**src/design/dss_pkg.sv**
```systemverilog
// Package for the drive status word and speed reference register bank.
// Assumes a single 100 MHz clock domain; imported by dss_top and dss_status_build.
package dss_pkg;

    // Holding register numbers, main area and mirrored lower area
    localparam logic [15:0] DSS_REG_CTRL_MAIN   = 16'hc350; // 50000
    localparam logic [15:0] DSS_REG_REF_MAIN    = 16'hc35a; // 50010
    localparam logic [15:0] DSS_REG_STAT_MAIN   = 16'hc418; // 50200
    localparam logic [15:0] DSS_REG_FREQ_MAIN   = 16'hc422; // 50210
    localparam logic [15:0] DSS_REG_CTRL_LOW    = 16'h0afa; // 02810
    localparam logic [15:0] DSS_REG_REF_LOW     = 16'h0afb; // 02811
    localparam logic [15:0] DSS_REG_STAT_LOW    = 16'h0b5e; // 02910
    localparam logic [15:0] DSS_REG_FREQ_LOW    = 16'h0b5f; // 02911

    // Status word bit positions
    localparam int DSS_BIT_CTRL_READY   = 0;
    localparam int DSS_BIT_DRIVE_READY  = 1;
    localparam int DSS_BIT_ENABLE       = 2;
    localparam int DSS_BIT_TRIP         = 3;
    localparam int DSS_BIT_ERROR        = 4;
    localparam int DSS_BIT_RESERVED     = 5;
    localparam int DSS_BIT_TRIPLOCK     = 6;
    localparam int DSS_BIT_WARNING      = 7;
    localparam int DSS_BIT_AT_SPEED     = 8;
    localparam int DSS_BIT_BUS_CONTROL  = 9;
    localparam int DSS_BIT_FREQ_OK      = 10;
    localparam int DSS_BIT_IN_OPERATION = 11;
    localparam int DSS_BIT_AUTO_START   = 12;
    localparam int DSS_BIT_VOLTAGE      = 13;
    localparam int DSS_BIT_TORQUE       = 14;
    localparam int DSS_BIT_TIMER        = 15;

    // Relative scaling: 16384 is full reference range
    localparam logic [15:0] DSS_REF_FULL_SCALE  = 16'h4000;

    // Reset values
    localparam logic [15:0] DSS_RST_REF         = 16'h0000;
    localparam logic [15:0] DSS_RST_CTRL        = 16'h0000;
    localparam logic [15:0] DSS_RST_STATUS      = 16'h0000;
    localparam logic [15:0] DSS_RST_FREQ        = 16'h0000;

    // Bus access result
    typedef enum logic [1:0] {
        DSS_ACC_NONE,
        DSS_ACC_OK,
        DSS_ACC_BAD_ADDR,
        DSS_ACC_READ_ONLY
    } dss_acc_t;

endpackage : dss_pkg

```
**src/design/dss_cond_if.sv**
```systemverilog
// Interface carrying the drive condition flags between the top module
// and the status-word builder. Same clock domain on both sides.
`timescale 1ns/100ps
interface dss_cond_if;
    logic        ctrl_ready;    // Control section ready
    logic        tripped;       // Tripped fault state
    logic        trip_locked;   // Tripped and locked
    logic        drive_ready;   // Ready for operation
    logic        coast_active;  // Coast command active
    logic        error_no_trip; // Error without trip
    logic        warning;       // Any warning
    logic        at_speed;      // Speed equals reference
    logic        local_forced;  // Local operation forced
    logic        freq_at_limit; // Output frequency at a limit
    logic        start_present; // Start signal present
    logic        overtemp_hold; // Temporary overtemperature stop
    logic        dc_volt_fault; // DC link too low or too high
    logic        current_limit; // Current above limit
    logic        motor_timer;   // Motor thermal timer over full scale
    logic        drive_timer;   // Drive thermal timer over full scale
    logic [15:0] status_word;   // Assembled status word

    modport src (output ctrl_ready, tripped, trip_locked, drive_ready,
                 coast_active, error_no_trip, warning, at_speed,
                 local_forced, freq_at_limit, start_present,
                 overtemp_hold, dc_volt_fault, current_limit,
                 motor_timer, drive_timer, input status_word);
    modport bld (input ctrl_ready, tripped, trip_locked, drive_ready,
                 coast_active, error_no_trip, warning, at_speed,
                 local_forced, freq_at_limit, start_present,
                 overtemp_hold, dc_volt_fault, current_limit,
                 motor_timer, drive_timer, output status_word);
endinterface : dss_cond_if

```
**src/design/dss_top.sv**
```systemverilog
// Drive status word, bus speed reference and output frequency registers.
// Assumes condition flags and the frequency value come from drive logic
// on sys_clk; the fieldbus framing layer presents one register access
// at a time as a single-cycle strobe with a holding register number.
`timescale 1ns/100ps

// Overview of operation
// - Bit 0 set when control section ready, cleared on trip.
// - Bit 1 set when ready for operation, even with coast active.
// - Bit 2 clear while motor released by coast, else set.
// - Bit 3 set while tripped, cleared after reset restores operation.
// - Bit 4 set while an error without trip is present.
// - Bit 5 reserved, reads zero, carries no meaning.
// - Bit 6 set while tripped and locked.
// - Bit 7 set while any warning is active.
// - Bit 8 set when motor speed equals the speed reference.
// - Bit 9 set when bus control is permitted, clear when local forced.
// - Bit 10 set while output frequency is inside its limits.
// - Bit 11 set when start is present without coast.
// - Bit 12 set during temporary overtemperature stop, clears itself.
// - Bit 13 set when DC link voltage is too low or too high.
// - Bit 14 set while motor current exceeds the current limit.
// - Bit 15 set when either thermal timer exceeds full scale.
// - Speed reference is 16-bit relative; 16384 means full range.
// - Negative speed references are two's complement.
// - Output frequency uses the same signed relative scaling.
// - Status and frequency at 50200/50210, mirrored at 02910/02911.
module dss_top
    import dss_pkg::*;
(
    input  wire logic        sys_clk,         // 100 MHz system clock
    input  wire logic        sys_rst,         // Synchronous reset, high
    // Register access from the fieldbus framing layer
    input  wire logic        bus_rd,          // Read strobe, one cycle
    input  wire logic        bus_wr,          // Write strobe, one cycle
    input  wire logic [15:0] bus_addr,        // Holding register number
    input  wire logic [15:0] bus_wdata,       // Write data
    output logic      [15:0] bus_rdata,       // Read data, registered
    output logic             bus_ack,         // Access done, one cycle
    output logic             bus_err,         // Unmapped or read-only
    // Drive condition flags, sys_clk domain
    input  wire logic        ctrl_ready,      // Control section ready
    input  wire logic        tripped,         // Tripped fault state
    input  wire logic        trip_locked,     // Tripped and locked
    input  wire logic        drive_ready,     // Ready for operation
    input  wire logic        coast_active,    // Coast command active
    input  wire logic        error_no_trip,   // Error without trip
    input  wire logic        warning,         // Any warning active
    input  wire logic        at_speed,        // Speed equals reference
    input  wire logic        local_forced,    // Local operation forced
    input  wire logic        freq_at_limit,   // Frequency at a limit
    input  wire logic        start_present,   // Start signal present
    input  wire logic        overtemp_hold,   // Overtemperature stop
    input  wire logic        dc_volt_fault,   // DC link out of range
    input  wire logic        current_limit,   // Current over limit
    input  wire logic        motor_timer,     // Motor thermal over
    input  wire logic        drive_timer,     // Drive thermal over
    input  wire logic [15:0] output_freq,     // Signed relative freq
    // Drive-facing outputs
    output logic      [15:0] speed_reference, // Signed relative ref
    output logic      [15:0] control_word,    // Last control word
    output logic             control_strobe,  // New control word
    output logic      [15:0] status_word      // Current status word
);

    // Decoded register target
    typedef enum logic [2:0] {
        DSS_TGT_NONE,
        DSS_TGT_CTRL,
        DSS_TGT_REF,
        DSS_TGT_STAT,
        DSS_TGT_FREQ
    } dss_tgt_t;

    // All module state
    typedef struct packed {
        logic [15:0] ref_val;
        logic [15:0] ctrl_val;
        logic        ctrl_pulse;
        logic [15:0] status;
        logic [15:0] freq;
        logic [15:0] rdata;
        logic        ack;
        logic        err;
    } dss_state_t;

    dss_state_t  cur;
    dss_state_t  next_cur;
    dss_tgt_t    tgt;
    dss_acc_t    acc;
    logic [15:0] built_word;

    dss_cond_if cond ();

    // Main and mirrored areas decode alike
    function automatic dss_tgt_t dss_decode(input logic [15:0] addr);
        dss_tgt_t t;
        t = DSS_TGT_NONE;
        case (addr)
            DSS_REG_CTRL_MAIN, DSS_REG_CTRL_LOW: t = DSS_TGT_CTRL;
            DSS_REG_REF_MAIN,  DSS_REG_REF_LOW:  t = DSS_TGT_REF;
            DSS_REG_STAT_MAIN, DSS_REG_STAT_LOW: t = DSS_TGT_STAT;
            DSS_REG_FREQ_MAIN, DSS_REG_FREQ_LOW: t = DSS_TGT_FREQ;
            default:                             t = DSS_TGT_NONE;
        endcase
        return t;
    endfunction

    // Flags into the builder
    assign cond.ctrl_ready    = ctrl_ready;
    assign cond.tripped       = tripped;
    assign cond.trip_locked   = trip_locked;
    assign cond.drive_ready   = drive_ready;
    assign cond.coast_active  = coast_active;
    assign cond.error_no_trip = error_no_trip;
    assign cond.warning       = warning;
    assign cond.at_speed      = at_speed;
    assign cond.local_forced  = local_forced;
    assign cond.freq_at_limit = freq_at_limit;
    assign cond.start_present = start_present;
    assign cond.overtemp_hold = overtemp_hold;
    assign cond.dc_volt_fault = dc_volt_fault;
    assign cond.current_limit = current_limit;
    assign cond.motor_timer   = motor_timer;
    assign cond.drive_timer   = drive_timer;
    assign built_word         = cond.status_word;

    dss_status_build u_build (
        .cond (cond.bld)
    );

    assign tgt = dss_decode(bus_addr);

    // Access classification; status and frequency refuse writes
    always_comb begin
        acc = DSS_ACC_NONE;
        if (bus_rd || bus_wr) begin
            if (tgt == DSS_TGT_NONE) begin
                acc = DSS_ACC_BAD_ADDR;
            end else if (bus_wr && (tgt == DSS_TGT_STAT
                                    || tgt == DSS_TGT_FREQ)) begin
                acc = DSS_ACC_READ_ONLY;
            end else begin
                acc = DSS_ACC_OK;
            end
        end
    end

    // Next-state logic
    always_comb begin
        next_cur            = cur;
        next_cur.ctrl_pulse = 1'b0;
        next_cur.ack        = 1'b0;
        next_cur.err        = 1'b0;
        // Snapshot taken every cycle so all bits belong together
        next_cur.status     = built_word;
        // Frequency passed through unchanged, same scaling as ref
        next_cur.freq       = output_freq;
        if (acc != DSS_ACC_NONE) begin
            next_cur.ack = 1'b1;
            next_cur.err = (acc != DSS_ACC_OK);
        end
        // A write wins over a read in the same cycle; a write to both at once is impossible
        if (acc == DSS_ACC_OK && bus_wr) begin
            case (tgt)
                DSS_TGT_CTRL: begin
                    next_cur.ctrl_val   = bus_wdata;
                    next_cur.ctrl_pulse = 1'b1;
                end
                // Stored as raw two's complement, no clamping
                DSS_TGT_REF:  next_cur.ref_val = bus_wdata;
                default:      next_cur.ref_val = cur.ref_val;
            endcase
        end
        // Reads return the registered snapshot, not the live flags
        if (acc == DSS_ACC_OK && bus_rd && !bus_wr) begin
            case (tgt)
                DSS_TGT_CTRL: next_cur.rdata = cur.ctrl_val;
                DSS_TGT_REF:  next_cur.rdata = cur.ref_val;
                DSS_TGT_STAT: next_cur.rdata = cur.status;
                DSS_TGT_FREQ: next_cur.rdata = cur.freq;
                default:      next_cur.rdata = DSS_RST_STATUS;
            endcase
        end else if (acc != DSS_ACC_NONE) begin
            next_cur.rdata = DSS_RST_STATUS;
        end
    end

    // State register
    always_ff @(posedge sys_clk) begin
        if (sys_rst) begin
            cur.ref_val    <= DSS_RST_REF;
            cur.ctrl_val   <= DSS_RST_CTRL;
            cur.ctrl_pulse <= 1'b0;
            cur.status     <= DSS_RST_STATUS;
            cur.freq       <= DSS_RST_FREQ;
            cur.rdata      <= DSS_RST_STATUS;
            cur.ack        <= 1'b0;
            cur.err        <= 1'b0;
        end else begin
            cur <= next_cur;
        end
    end

    // Outputs straight from state
    assign bus_rdata       = cur.rdata;
    assign bus_ack         = cur.ack;
    assign bus_err         = cur.err;
    assign speed_reference = cur.ref_val;
    assign control_word    = cur.ctrl_val;
    assign control_strobe  = cur.ctrl_pulse;
    assign status_word     = cur.status;

endmodule // dss_top

```
**src/design/dss_status_build.sv**
```systemverilog
// Combinational assembly of the sixteen-bit drive status word.
// Assumes its condition flags are already in the system clock domain.
`timescale 1ns/100ps
module dss_status_build
    import dss_pkg::*;
(
    dss_cond_if.bld cond    // Condition flags in, word out
);

    logic [15:0] word;

    // Each bit mapped from its condition
    always_comb begin
        word = DSS_RST_STATUS;
        // A trip overrides control ready
        word[DSS_BIT_CTRL_READY]   = cond.ctrl_ready & ~cond.tripped;
        word[DSS_BIT_DRIVE_READY]  = cond.drive_ready;
        word[DSS_BIT_ENABLE]       = ~cond.coast_active;
        word[DSS_BIT_TRIP]         = cond.tripped;
        word[DSS_BIT_ERROR]        = cond.error_no_trip;
        word[DSS_BIT_RESERVED]     = 1'b0;
        word[DSS_BIT_TRIPLOCK]     = cond.trip_locked;
        word[DSS_BIT_WARNING]      = cond.warning;
        word[DSS_BIT_AT_SPEED]     = cond.at_speed;
        word[DSS_BIT_BUS_CONTROL]  = ~cond.local_forced;
        word[DSS_BIT_FREQ_OK]      = ~cond.freq_at_limit;
        word[DSS_BIT_IN_OPERATION] = cond.start_present
                                     & ~cond.coast_active;
        word[DSS_BIT_AUTO_START]   = cond.overtemp_hold;
        word[DSS_BIT_VOLTAGE]      = cond.dc_volt_fault;
        word[DSS_BIT_TORQUE]       = cond.current_limit;
        word[DSS_BIT_TIMER]        = cond.motor_timer
                                     | cond.drive_timer;
    end

    assign cond.status_word = word;

endmodule // dss_status_build

```
**config.mk**
```make
export PLATFORM = sky130hd
export DESIGN_NAME = dss_top
export DESIGN_NICKNAME = d
export VERILOG_FILES = /design/src/design/dss_pkg.sv /design/src/design/dss_cond_if.sv /design/src/design/dss_top.sv /design/src/design/dss_status_build.sv
export SDC_FILE = /design/constraint.sdc
export NUM_CORES = 1
export LEC_CHECK = 0
export BUFFER_PORTS_ARGS = -buffer_cell sky130_fd_sc_hd__clkbuf_2
export CAP_MARGIN = 15
export CORE_ASPECT_RATIO = 0.6
export CORE_MARGIN = 8
export CORE_UTILIZATION = 54
export CTS_CLUSTER_SIZE = 16
export DETAILED_ROUTE_END_ITERATION = 7
export PLACE_DENSITY = 0.81
export SLEW_MARGIN = 20
export SYNTH_ARGS = -nofsm -noshare
export SYNTH_HDL_FRONTEND = slang
export SYNTH_HIERARCHICAL = 1
export SYNTH_SLANG_ARGS = --single-unit
```
**constraint.sdc**
```tcl
create_clock -name sys_clk -period 3.3 [get_ports sys_clk]
set_input_delay 0.66 -clock sys_clk [delete_from_list [all_inputs] [get_ports sys_clk]]
set_output_delay 0.66 -clock sys_clk [all_outputs]
set_load 0.02 [all_outputs]
```
==> qor.csv, run 1 <==
metric;value;unit
finalMaxSlewViolations;0;
ir_drop;0.285;mV
num-fill-cells;608;
row_count;24;
clk_latency;0.33;ns
crit_top_cell;nand2_1;
crit_required;3.50;ns
power;2.31;mW
core;7120;um^2
ys.flop_type;dfxtp_1;
ios;135;
hpwl;7.57;mm
synth_top_area_cell;dfxtp_1;
numCtsBuffers;9;
r2r-end;bus_rdata[13]$_SDFFE_PP0P_;
switching_share;0.211;
clk_pin_slew_worst_paths;0.06;ns
synth_area;3890;um^2
antenna_found_initial;0;
ctsRootBufferMaster;clkbuf_16;
yosysSeqAreaShare;0.427;
tightest_slew;0.981;ns
critPathTopFamily;simple AND/OR/NAND/NOR gates;
ff_latch_area;1660;um^2
ys_top_cells_by_area;dfxtp_1 43%, buf_4 15%, nand2_1 7.8%, nor2b_1 5.5%, a21oi_2 4.5%;
drtIter0Drc;206;
drtAntennaViolNets;0;
slowest_delay;0.51;ns
syn_avg_cell_area;9.18;um^2
comb_power_share;0.056;
die_area;10300;um^2
routedWlPerCell;17.5;um
area_delta_synth_final;12.3;%
synth_compound_area_frac;0.179;
wl;10.0;mm
hp-start;bus_rdata[14]$_SDFFE_PP0P_;
clk_path_buf_depth;2;
crit_path_end_kind;register;
drc;0;
cap_violations;0;
relSlewSlack;0.342;
fin_util;0.614;
crit_type;in2reg;
numPortBuffers;134;
drive_above_1_share;0.414;
setup-violations-final;0;
hold_depth;2;
status;finished, final reports clean;
synth_xor_area_frac;0;
grtUsageTotal;0.196;
grt_pass1_wl;15.6;mm
grt_setup_unrepaired;false;
clock-sinks;83;
vias;3032;
synthSimpleGateAreaFrac;0.209;
initial_utilization;0.547;
post-route-period-util;0.751;
fp.dieW;126;um
power.switching;0.487;mW
yosysTopAreaCellShare;0.427;
first_pass_iters;5;
tns;0;ns
nNetsFinal;546;
overflow;0;
ctsHoldBuffers;0;
synth_cell_types;39;
synth_edf_count;0;
reg2regPathDepth;3;
power_density;528;nW/um^2
min_period;2.48;ns
synthCells;424;
crit_arrival;2.68;ns
grt_max_degree;39;
finalHoldViolations;0;
synthMuxAreaShare;0;
power.leakage;1.82;nW
cp-start-kind;input port;
multiInputGateArea;1530;um^2
cp_max_fo;16;
fp.dieH;81.8;um
critPathBufInv;1;
min_to;bus_rdata[14]$_SDFFE_PP0P_;
diodes;0;
htreeDepth;3;
finClkSkew;0.00375;ns
r2r_start;cur[31]$_SDFF_PP0_;
rrSetupSlack;2.05;ns
p_clk_frac;0.497;
critical_path.cell_chain;clkbuf_2 -> and4b_1 -> nand4_1 -> o22ai_2 -> nand2_1 -> nand2_1 -> a21oi_1;
ys_ff_latch;83;
async_flop_share;0;
cts_resized;0;
synthAdderAreaFrac;0;
cp_slowest_cell;nand2_1;
internal_power;1.82;mW
vias_per_cell;5.28;
grt_pass1_vias;2988;
place.gp.congestion;0.918;
post_cts_buffers;0;
fmax;404;MHz
hp-class;reg2reg;
synth_top_family_by_area;simple AND/OR/NAND/NOR gates;
syn_nets;492;
cts_tree;built;
seq_power_share;0.447;
ys_warn_count;6;
[power by group through the flow]
stage | combinational (mW) | clock, mW | sequential, mW
floorplan | 0.0792 | 0 | 1.05
global placement | 0.126 | 0 | 1.05
detailed placement | 0.129 | 0 | 1.06
CTS | 0.129 | 1.16 | 1.03
global route | 0.140 | 1.20 | 1.03
finish | 0.128 | 1.15 | 1.03
[metal layers]
layer	track usage	vias to the layer above	part of all wire
met4	0.0603	0	0.013
met5	0	-	0
li1	-	1476	-
met1	0.256	1419	0.47
met2	0.301	125	0.43
met3	0.0668	12	0.081
[area by class of cell]
class,count,share of cell area
clock inverters,6,0.0258
clock buffers,10,0.0524
well taps,91,0.0260
multi-input cells,241,0.350
flip-flops and latches,83,0.380
inverters,4,0.00343
repair buffers,139,0.162
[worst register-to-register path: stages (launching register included)]
cell	delay (ns)
dfxtp_1	0.30
a22o_1	0.22
a221oi_1	0.52
o21ai_2	0.08
[worst max path at each step]
stage / cells after the start / end / slack (ns) / start
detailed placement: 7 / bus_rdata[3]$_SDFFE_PP0P_ / 0.56 / bus_addr[10]
finish: 7 / speed_reference[5]$_SDFFE_PP0P_ / 0.82 / bus_addr[10]
CTS: 7 / speed_reference[5]$_SDFFE_PP0P_ / 0.89 / bus_addr[10]
floorplan: 7 / bus_rdata[10]$_SDFFE_PP0P_ / 1.17 / bus_addr[4]
global route: 7 / bus_rdata[3]$_SDFFE_PP0P_ / 0.70 / bus_addr[10]
global placement: 7 / bus_rdata[1]$_SDFFE_PP0P_ / 0.65 / bus_addr[10]
[flip-flops by register name (all words and copies together), names as in the netlist]
| register | count |
|---|---|
| speed_reference | 16 |
| bus_rdata | 16 |
| status_word | 16 |
| cur | 16 |
| control_word | 16 |
| control_strobe | 1 |
| bus_ack | 1 |
| bus_err | 1 |
[through the flow]
step,area [um^2],cells,hold slack [ns],worst slack (ns)
after global placement,4030,558,0.435,0.647
after global routing,4370,574,0.473,0.696
after detailed placement,4030,558,0.444,0.557
final,4370,574,0.451,0.822
after CTS,4370,574,0.458,0.889
after floorplan,3890,424,0.426,1.17
[cell usage in the layout (no fill, tap or decap), types with 3 or more instances in the layout]
master,Yosys,final
a21oi_1,13,13
a21oi_2,20,20
a221oi_1,16,16
a22o_1,16,16
buf_4,76,5
bufinv_16,0,3
clkbuf_16,0,9
clkbuf_2,0,133
dfxtp_1,83,83
inv_1,4,4
nand2_1,81,81
nand2_2,3,3
nand3_1,3,3
nand4_1,3,3
nor2_1,8,8
nor2b_1,34,34
o21ai_0,7,7
o21ai_2,10,10
[kinds of logic (layout without fill, tap and decap cells)]
family,after synthesis,count (layout)
other,1,1
AOI/OAI and AO/OA,86,86
buffers and inverters,100,159
DFF,83,83
and+or+nand+nor,154,154
[cells in the mapped netlist (4+ instances only)]
cell type and n:
nand2_1 81, clkbuf_1 11, o21ai_2 10, a22o_1 16, a221oi_1 16, nor2_1 8
buf_4 76, inv_1 4, a21oi_2 20, o21ai_0 7, dfxtp_1 83, nor2b_1 34
buf_2 4, a21oi_1 13
(Power assumes the default switching activity.)
==> inputs of run 2 (changes only) <==
Settings changed: CORE_UTILIZATION 54 to 50, PLACE_DENSITY 0.81 to 0.76.
Clock period 3.3 ns to 2.4 ns, I/O delays scaled along.
==> run 2 against run 1 <==
  * Register-to-register slack worse by 0.81 ns
  * Wire length up 3.1%
  * Largest cell class unchanged
  * Cell area down 0.69%
  * Critical path type unchanged
  * Largest power group is now sequential cells
==> qor.csv, run 2 (synthesized netlist as in run 1, its figures left out) <==
metric;value;unit
status;finished, final reports clean;
fmax;492;MHz
crit_arrival;2.29;ns
power.leakage;1.80;nW
final_cell_area;4340;um^2
ios;135;
area_delta_synth_final;11.6;%
reg2regPathDepth;3;
grt_pass1_vias;3082;
hpwl;7.76;mm
setup-violations-final;0;
min_to;status_word[7]$_SDFF_PP0_;
diodes;0;
r2r_start;status_word[12]$_SDFF_PP0_;
crit_required;2.66;ns
crit_type;in2reg;
grt_max_degree;34;
drc;0;
rrSetupSlack;1.24;ns
nNetsFinal;550;
drive_above_1_share;0.414;
clk_path_buf_depth;2;
final_common_cell;clkbuf_2;
wl;10.4;mm
min_period;2.03;ns
fp.dieW;130;um
ctsHoldBuffers;0;
multiInputGateArea;1530;um^2
relSlewSlack;0.632;
grt_setup_unrepaired;false;
numCtsBuffers;9;
vias_per_cell;5.17;
ir_drop;0.392;mV
power_density;650;nW/um^2
grt_pass1_wl;16.1;mm
clock-sinks;83;
cts_tree;built;
cts_resized;0;
cp-start-kind;input port;
finalMaxSlewViolations;0;
drtAntennaViolNets;0;
finClkSkew;0.00540;ns
crit_path_end_kind;register;
grtUsageTotal;0.192;
layoutNonFillerInstCount;593;
cap_violations;0;
post-route-period-util;0.846;
clk_pin_slew_worst_paths;0.06;ns
htreeDepth;3;
antenna_found_initial;0;
hold_depth;2;
pre_cts_slack;0.0452;ns
numPortBuffers;134;
ctsRootBufferMaster;clkbuf_16;
overflow;0;
clk_latency;0.33;ns
layout_setup_ws;0.369;ns
die_area;11000;um^2
row_count;25;
tightest_slew;0.552;ns
vias;3063;
ff_latch_area;1660;um^2
fp.dieH;84.3;um
postPlaceCellArea;4080;um^2
final_cell_mix;133 x clkbuf_2, 83 x dfxtp_1, 81 x nand2_1;
cp_max_fo;16;
core;7690;um^2
routedWlPerCell;17.5;um
post_cts_buffers;0;
hp-start;warning;
first_pass_iters;5;
place_inst;579;
tns;0;ns
finalHoldViolations;0;
initial_utilization;0.506;
place.gp.congestion;0.908;
hp-class;in2reg;
drtIter0Drc;218;
r2r-end;bus_rdata[12]$_SDFFE_PP0P_;
num-fill-cells;730;
[run 2: area by class of cell]
type,count,area share
Clock buffer,12,0.0568
Multi-Input combinational cell,241,0.353
Timing Repair Buffer,143,0.170
Sequential cell,83,0.383
Clock inverter,2,0.00317
Inverter,4,0.00346
Tap cell,108,0.0311
[run 2: report_power, final]
group	switching [mW]	total [mW]	internal (mW)
Clock	0.505	1.22	0.717
Sequential	0.0117	1.42	1.41
Combinational	0.104	0.181	0.0778
[run 2: worst max path at each step]
stage / startpoint / to
final: bus_addr[10] / bus_rdata[2]$_SDFFE_PP0P_
after global routing: bus_addr[10] / bus_rdata[4]$_SDFFE_PP0P_
after CTS: bus_addr[10] / bus_rdata[2]$_SDFFE_PP0P_
after detailed placement: bus_addr[10] / bus_rdata[2]$_SDFFE_PP0P_
after global placement: bus_addr[4] / bus_rdata[4]$_SDFFE_PP0P_
after floorplan: bus_addr[4] / bus_rdata[10]$_SDFFE_PP0P_
[run 2: worst max-delay path, cell delays in order]
cell and delay [ns]:
clkbuf_2 0.09, and4b_1 0.39, nand4_1 0.21, o22ai_2 0.29, or4_1 0.17, nand3_2 0.37, o21ai_0 0.28
[run 2: metal layers]
metal  up-vias  routed length [um]  global-route usage
met5         -                   0                   0
met4         0                 157              0.0681
met3        17                 866              0.0633
met2       140                4630               0.291
met1      1432                4710               0.248
li1       1474                   -                   -
[run 2: metrics by stage]
step	utilization	power (mW)	hold WS, ns
6_report	0.564	2.82	0.353
5_1_grt	0.564	2.93	0.351
4_1_cts	0.564	2.86	0.341
3_5_place_dp	0.530	1.63	0.444
3_3_place_gp	0.530	1.63	0.436
2_1_floorplan	-	1.56	0.426
